### src/amp_mode_defines.vh
// constants for the amplifier mode and clock source control block
`ifndef AMP_MODE_DEFINES_VH
`define AMP_MODE_DEFINES_VH

// ==========================================================
// amplifier state codes
`define AMP_OFF 2'h0
`define AMP_STANDBY 2'h1
`define AMP_MUTE 2'h2
`define AMP_OPERATE 2'h3

// ==========================================================
// clock and watchdog timing
`define CORE_CLK_PERIOD_NS 10
`define OSC_DIV_HALF 8'h9c
`define WDOG_TIMEOUT_NS 10000
`define WDOG_TIMEOUT_CYC (`WDOG_TIMEOUT_NS / `CORE_CLK_PERIOD_NS)
`define WDOG_CNT_W 11
`define WDOG_LAST_CNT 11'h3e7

// ==========================================================
// command byte bit index
`define CMD_BIT0 0

`endif

### src/amp_mode_ctrl.v
// amplifier mode control, clock master/slave selection and clock-loss watchdog
`timescale 1ns/10ps
`default_nettype none
`include "amp_mode_defines.vh"

module amp_mode_ctrl (
    input wire core_clk_i,
    input wire rst_i,
    input wire clk_en_i,
    input wire enable_pin_i,
    input wire mute_select_pin_i,
    input wire address_select_pin_i,
    input wire oscillator_set_pin_i,
    input wire spread_or_pll_pin_i,
    input wire shared_oscillator_pin_i,
    input wire first_cmd_byte_bit0_i,
    input wire second_cmd_byte_bit0_i,
    input wire cmd_valid_i,
    input wire hop_req_i,
    input wire load_detect_req_i,
    input wire ext_cfg_req_i,
    output reg shared_oscillator_pin_o,
    output reg shared_oscillator_pin_oe_o,
    output reg [1:0] amp_state_o,
    output reg bus_mode_o,
    output reg clk_master_o,
    output reg clock_lost_o,
    output reg bridge_a_o,
    output reg bridge_b_o,
    output reg audio_pass_o,
    output reg spread_en_o,
    output reg hop_en_o,
    output reg pll_en_o,
    output reg load_detect_en_o,
    output reg ext_cfg_en_o
);

// ==========================================================
// state codes
localparam [1:0] ST_OFF = `AMP_OFF;
localparam [1:0] ST_STANDBY = `AMP_STANDBY;
localparam [1:0] ST_MUTE = `AMP_MUTE;
localparam [1:0] ST_OPERATE = `AMP_OPERATE;

// ==========================================================
// pin synchronisers
localparam integer PIN_N = 6;
localparam integer PIN_ENABLE = 0;
localparam integer PIN_MUTE = 1;
localparam integer PIN_STRAP_BUS = 2;
localparam integer PIN_STRAP_CLK = 3;
localparam integer PIN_STRAP_AUX = 4;
localparam integer PIN_SHARED_CLK = 5;

// every pin is asynchronous to the core clock
wire [PIN_N-1:0] pin_raw = {shared_oscillator_pin_i, spread_or_pll_pin_i, oscillator_set_pin_i,
    address_select_pin_i, mute_select_pin_i, enable_pin_i};
reg [PIN_N-1:0] sync_a;
reg [PIN_N-1:0] sync_b;
reg osc_prev;
genvar gi;

// two flops per pin; the first may go metastable, so only the second is read
generate
    for (gi = 0; gi < PIN_N; gi = gi + 1) begin : g_pin_sync
        always @(posedge core_clk_i) begin
            if (rst_i) begin
                sync_a[gi] <= 1'b0;
                sync_b[gi] <= 1'b0;
            end else if (clk_en_i) begin
                sync_a[gi] <= pin_raw[gi];
                sync_b[gi] <= sync_a[gi];
            end
        end
    end
endgenerate

// last shared-pin level; starts low like the synchroniser, so no false edge after reset
always @(posedge core_clk_i) begin
    if (rst_i) begin
        osc_prev <= 1'b0;
    end else if (clk_en_i) begin
        osc_prev <= sync_b[PIN_SHARED_CLK];
    end
end

// synchronised pin levels
wire en_q = sync_b[PIN_ENABLE];
wire mute_q = sync_b[PIN_MUTE];
// strap high means a resistor is fitted; low means shorted to ground
wire bus_q = sync_b[PIN_STRAP_BUS];
wire master_q = sync_b[PIN_STRAP_CLK];
wire aux_q = sync_b[PIN_STRAP_AUX];
wire shared_q = sync_b[PIN_SHARED_CLK];
wire osc_edge = shared_q ^ osc_prev;

// ==========================================================
// internal oscillator (master source)
reg [7:0] div_cnt;
reg int_osc;

// free-running divider; keeps running so a master can feed slaves during shutdown
always @(posedge core_clk_i) begin
    if (rst_i) begin
        div_cnt <= 8'h00;
        int_osc <= 1'b0;
    end else if (clk_en_i) begin
        if (div_cnt == `OSC_DIV_HALF - 8'h01) begin
            div_cnt <= 8'h00;
            int_osc <= ~int_osc;
        end else begin
            div_cnt <= div_cnt + 8'h01;
        end
    end
end

// selected pwm clock: own oscillator as master, synchronised pin as slave
// slave pwm rate is the synchronised pin, so it must stay well below half the core clock
wire sel_clk = master_q ? int_osc : shared_q;

// ==========================================================
// clock-loss watchdog
reg [`WDOG_CNT_W-1:0] wdog_cnt;
reg lost;

// core cycles since the last shared-pin edge; saturates at the limit
always @(posedge core_clk_i) begin
    if (rst_i) begin
        wdog_cnt <= {`WDOG_CNT_W{1'b0}};
    end else if (clk_en_i) begin
        if (master_q || !en_q || osc_edge) begin
            // armed only as an enabled slave; any edge restarts the count
            wdog_cnt <= {`WDOG_CNT_W{1'b0}};
        end else if (wdog_cnt != `WDOG_LAST_CNT) begin
            wdog_cnt <= wdog_cnt + {{(`WDOG_CNT_W-1){1'b0}}, 1'b1};
        end
    end
end

// sticky loss flag: a returning clock does not restart, only switch-off or the master strap clears it
always @(posedge core_clk_i) begin
    if (rst_i) begin
        lost <= 1'b0;
    end else if (clk_en_i) begin
        if (master_q || !en_q) begin
            lost <= 1'b0;
        end else if (!osc_edge && (wdog_cnt == `WDOG_LAST_CNT)) begin
            lost <= 1'b1;
        end
    end
end

// ==========================================================
// command latch
reg cmd1;
reg cmd2;
reg cmd_seen;

// command bits taken only while enabled in bus mode; lost on switch-off
always @(posedge core_clk_i) begin
    if (rst_i) begin
        cmd1 <= 1'b0;
        cmd2 <= 1'b0;
    end else if (clk_en_i) begin
        if (!en_q || !bus_q) begin
            cmd1 <= 1'b0;
            cmd2 <= 1'b0;
        end else if (cmd_valid_i) begin
            cmd1 <= first_cmd_byte_bit0_i;
            cmd2 <= second_cmd_byte_bit0_i;
        end
    end
end

// first accepted command ends the idle wait after enable
always @(posedge core_clk_i) begin
    if (rst_i) begin
        cmd_seen <= 1'b0;
    end else if (clk_en_i) begin
        if (!en_q || !bus_q) begin
            cmd_seen <= 1'b0;
        end else if (cmd_valid_i) begin
            cmd_seen <= 1'b1;
        end
    end
end

// ==========================================================
// state decode
reg [1:0] next_state;

// decode from enable, clock-loss flag, mute-select, strap and command bits
always @* begin
    next_state = ST_OFF;
    if (!en_q || lost) begin
        next_state = ST_OFF;
    end else if (!bus_q) begin
        // pin-only control: host drives both pins to reach operating
        next_state = mute_q ? ST_OPERATE : ST_MUTE;
    end else if (!cmd_seen) begin
        next_state = ST_STANDBY;
    end else if (mute_q && cmd1 && !cmd2) begin
        next_state = ST_OPERATE;
    end else if (!mute_q && cmd1 && cmd2) begin
        next_state = ST_MUTE;
    end else if (!mute_q && !cmd1) begin
        next_state = ST_STANDBY;
    end else begin
        // combinations outside the table fall back to the safe standby
        next_state = ST_STANDBY;
    end
end

// ==========================================================
// registered outputs
wire switching = (next_state == ST_MUTE) || (next_state == ST_OPERATE);

// state and status levels
always @(posedge core_clk_i) begin
    if (rst_i) begin
        amp_state_o <= ST_OFF;
        bus_mode_o <= 1'b0;
        clk_master_o <= 1'b0;
        clock_lost_o <= 1'b0;
        audio_pass_o <= 1'b0;
    end else if (clk_en_i) begin
        amp_state_o <= next_state;
        bus_mode_o <= bus_q;
        clk_master_o <= master_q;
        clock_lost_o <= lost;
        audio_pass_o <= (next_state == ST_OPERATE);
    end
end

// shared pin drive; the divider runs on in shutdown so slaves can finish switching off
always @(posedge core_clk_i) begin
    if (rst_i) begin
        shared_oscillator_pin_o <= 1'b0;
        shared_oscillator_pin_oe_o <= 1'b0;
    end else if (clk_en_i) begin
        shared_oscillator_pin_o <= master_q & int_osc;
        shared_oscillator_pin_oe_o <= master_q;
    end
end

// idle 50% duty in mute and operate: halves in opposite phase, no audio
always @(posedge core_clk_i) begin
    if (rst_i) begin
        bridge_a_o <= 1'b0;
        bridge_b_o <= 1'b0;
    end else if (clk_en_i) begin
        bridge_a_o <= switching & sel_clk;
        bridge_b_o <= switching & ~sel_clk;
    end
end

// feature enables gated by clock role and control mode
always @(posedge core_clk_i) begin
    if (rst_i) begin
        spread_en_o <= 1'b0;
        hop_en_o <= 1'b0;
        pll_en_o <= 1'b0;
        load_detect_en_o <= 1'b0;
        ext_cfg_en_o <= 1'b0;
    end else if (clk_en_i) begin
        spread_en_o <= master_q & aux_q;
        pll_en_o <= ~master_q & aux_q;
        hop_en_o <= master_q & bus_q & en_q & hop_req_i;
        load_detect_en_o <= bus_q & en_q & load_detect_req_i;
        ext_cfg_en_o <= bus_q & en_q & ext_cfg_req_i;
    end
end

endmodule
`default_nettype wire

### config.mk
export PLATFORM = sky130hd
export DESIGN_NAME = amp_mode_ctrl
export DESIGN_NICKNAME = d
export VERILOG_FILES = /design/src/amp_mode_ctrl.v
export VERILOG_INCLUDE_DIRS = /design/src /design/src/src
export SDC_FILE = /design/constraint.sdc
export NUM_CORES = 1
export LEC_CHECK = 0
export ABC_AREA = 1
export BUFFER_PORTS_ARGS = -buffer_cell sky130_fd_sc_hd__buf_2
export CAP_MARGIN = 20
export CORE_MARGIN = 2
export CORE_UTILIZATION = 30
export DETAILED_ROUTE_END_ITERATION = 16
export PLACE_DENSITY = 0.43
export SYNTH_ARGS = -nofsm -noshare
export SYNTH_HDL_FRONTEND = slang
export SYNTH_SLANG_ARGS = --single-unit
### constraint.sdc
create_clock -name core_clk_i -period 3.2 [get_ports core_clk_i]
set_input_delay 0.32 -clock core_clk_i [delete_from_list [all_inputs] [get_ports core_clk_i]]
set_output_delay 0.32 -clock core_clk_i [all_outputs]
set_load 0.01 [all_outputs]
==> flow_summary_export.csv <==
group,metric,value,unit
run_status,status,"finished, final reports clean",
power,p_per_area,474,nW/um^2
global_route,antenna_found_initial,0,
detailed_routing,routedWlPerCell,11.5,um
power,clock_power_share,38.1,%
worst_setup_path,r2r_end,"wdog_cnt[10]$_SDFFE_PP0P_",
timing,layout_min_cycle_time,1580,ps
clock_tree,cts_sinks,51,
clock_tree,cts_tree,"done",
die,start_util,31.5,%
worst_setup_path,critPathArrivalTime,1760,ps
clock_tree,insertion_delay,300,ps
timing,tns,0,ps
worst_setup_path,crit_path_frequent_cell,"nor2_1",
worst_setup_path,slowest_delay,390,ps
global_route,use_met1,17.9,%
worst_hold_path,hold_path_depth,3,
clock_tree,cts_inserted_buffers,5,
global_route,grt_pass1_vias,1834,
power,irDropWorstVdd,0.160,mV
global_route,met3_usage,2.71,%
worst_setup_path,worstSetupEndpointType,"flop",
logic_synthesis,yosys_warnings,0,
die,die_area,8410,um^2
final_layout,insertedDiodeCount,0,
worst_setup_path,worstSetupPathType,"in -> reg",
worst_setup_path,reg2reg_depth,8,
final_layout,final_common_cell,"nand2_1",
timing,whs,243,ps
final_layout,final_cell_mix,"nand2_1, nor2_1, dfxtp_1, inv_1, a21oi_1",
die,dieWidth,91.7,um
timing,fmax,632,MHz
worst_hold_path,min_from,"oscillator_set_pin_i",
run,maxCapViolations,0,
clock_tree,cts_resized,0,
power,switching_share,24.4,%
power,power,1.25,mW
detailed_routing,drt-total-wl,5090,um
die,num_io_pins,30,
place,gp_congestion,0.764,
power,p_seq_share,53.5,%
timing,skew,12.3,ps
detailed_routing,dr.pass1.iters,4,
clock_tree,cts_hold_buffers,0,
logic_synthesis,synth_cell_types,30,
logic_synthesis,ys_seq_area_share,44.3,%
logic_synthesis,syn-mean-instance-area,7.30,um^2
worst_setup_path,cp_max_fo,35,
final_layout,area_growth,14.3,%
place,port_buffers,29,
power,p_sw,0.305,mW
place,hpwl,3520,um
worst_hold_path,min_to,"sync_a[3]$_SDFFE_PP0P_",
die,fp.coreArea,7330,um^2
global_route,met2_usage,19.0,%
global_route,gr-total-overflow,0,
detailed_routing,vias,1972,
logic_synthesis,syn_nets,333,
logic_synthesis,synth_top_family_by_area,"simple AND/OR/NAND/NOR gates",
clock_tree,cts-root-buf,"clkbuf_8",
timing,setup_ws,1620,ps
timing,worst_pin_slew,551,ps
logic_synthesis,muxShareOfSynthArea,0,%
detailed_routing,route.detailed.drc,0,
power,p_int,0.945,mW
clock_tree,clkTransAtPathRegs,90,ps
detailed_routing,drt_iter0_drc,70,
logic_synthesis,synth-seq-cells,51,
global_route,grt_first_pass_wirelength,8490,um
detailed_routing,ant_nets,0,
die,die_h,91.7,um
worst_hold_path,hp-class,"in -> reg",
logic_synthesis,synth_fa_ha_area_share,1.08,%
clock_tree,clk_path_buf_depth,2,
worst_setup_path,required,3370,ps
timing,fin_crit_sh,49.4,%
logic_synthesis,syn_area,2310,um^2
die,row_count,31,
final_layout,nets,359,
global_route,track_usage,12.5,%
worst_setup_path,crit_chain,"buf_2 > buf_4 > inv_1 > nor2_1 > nand2_1 > o21ai_1 > nor2_1",
logic_synthesis,netlist_instances,316,
timing,relSlewSlack,63.3,%
worst_setup_path,rrSetupSlack,1630,ps
place,place_ws,1290,ps
logic_synthesis,synth-xor-area-share,2.28,%
timing,final-hold-violation-count,0,
final_layout,drive_above_1_share,15.2,%
timing,setup_violations,0,
timing,slew_viol_final,0,
global_route,busiest_layer,"met2",
logic_synthesis,synth-compound-area-share,14.1,%
timing,rsz0062_at_grt,"no",
global_route,grt_max_degree,36,
final_layout,final_util,36.0,%
worst_setup_path,cp-start-kind,"primary input",
clock_tree,post_cts_buffers,0,
power,comb_power_share,8.4,%
logic_synthesis,synthSimpleGateAreaFrac,29.8,%
worst_setup_path,r2r_start,"wdog_cnt[1]$_SDFFE_PP0P_",
detailed_routing,routed_via_density,4.46,
worst_setup_path,cp_slowest_cell,"o21ai_1",
clock_tree,cts_max_level,2,
power,p_leak,1.09,nW
## routing by layer
metal / vias to the layer above / routed length (um)
li1: 1069 / -
met3: 4 / 136
met5: - / 0
met1: 874 / 2740
met2: 25 / 2170
met4: 0 / 42
## cell families (layout without fill, tap and decap cells)
group,count (synthesis),after routing
buf+inv,45,72
simple gates,152,152
xor+xnor,6,6
compound gates,60,60
fa+ha+maj,2,2
flops,51,51
## power groups by stage
| stage | Combinational, mW | Sequential (mW) | Clock, mW |
|---|---|---|---|
| after detailed placement | 0.106 | 0.684 | 0 |
| after global routing | 0.120 | 0.672 | 0.514 |
| final | 0.105 | 0.669 | 0.476 |
| after floorplan | 0.0729 | 0.684 | 0 |
| after global placement | 0.107 | 0.684 | 0 |
| after CTS | 0.107 | 0.669 | 0.495 |
## critical path: cells and delay by family
kind	cells	cell delay [ps]
AOI/OAI and AO/OA	1	390
buffers and inverters	3	710
and+or+nand+nor	3	320
## worst max-delay path by stage
| stage | from | to | cells past startpoint |
|---|---|---|---|
| after floorplan | wdog_cnt[0]$_SDFFE_PP0P_ | wdog_cnt[10]$_SDFFE_PP0P_ | 8 |
| after global placement | clk_en_i | div_cnt[0]$_SDFFE_PP0P_ | 7 |
| after detailed placement | clk_en_i | div_cnt[7]$_SDFFE_PP0P_ | 7 |
| after CTS | wdog_cnt[1]$_SDFFE_PP0P_ | wdog_cnt[10]$_SDFFE_PP0P_ | 8 |
| after global routing | clk_en_i | cmd1$_SDFFE_PP0P_ | 9 |
| final | clk_en_i | div_cnt[7]$_SDFFE_PP0P_ | 7 |
## state kept, by name, summed over array words and instances, names as in the netlist, 2 cells and up
name	count
wdog_cnt	11
div_cnt	8
sync_a	6
amp_state_o	2
## Yosys cell counts
cell / n / area (um^2)
a21boi_1: 1 / 7.51
a21oi_1: 32 / 160
a21oi_4: 1 / 16.3
a32oi_1: 1 / 8.76
buf_1: 1 / 3.75
buf_2: 5 / 25.0
buf_4: 1 / 7.51
buf_6: 1 / 11.3
clkbuf_1: 3 / 11.3
clkbuf_8: 1 / 13.8
dfxtp_1: 51 / 1020
ha_1: 2 / 25.0
inv_1: 32 / 120
inv_2: 1 / 3.75
nand2_1: 58 / 218
nand2_2: 1 / 6.26
nand2_4: 4 / 45.0
nand3_1: 20 / 100
nand3_2: 3 / 30.0
nand4_1: 4 / 25.0
nor2_1: 53 / 199
nor2_2: 1 / 6.26
nor2_4: 2 / 22.5
nor3_1: 4 / 20.0
nor3b_1: 2 / 15.0
o211ai_1: 3 / 22.5
o21ai_0: 21 / 105
o21ai_1: 1 / 5.00
xnor2_1: 3 / 26.3
xor2_1: 3 / 26.3
## layout make-up
class,count,area [um^2]
clock inverter,2,35.0
clock buffer,6,82.6
sequential,51,1020
timing repair buffer,31,160
tap,99,124
fill,810,4690
inverter,33,124
multi-input combinational,220,1090
## metrics by stage
| stage | instances | instance area, um^2 |
|---|---|---|
| CTS | 442 | 2640 |
| detailed placement | 434 | 2520 |
| global route | 442 | 2640 |
| finish | 442 | 2640 |
| global placement | 434 | 2520 |
| floorplan | 316 | 2310 |
Note: power is estimated with default switching activity, not from simulation.
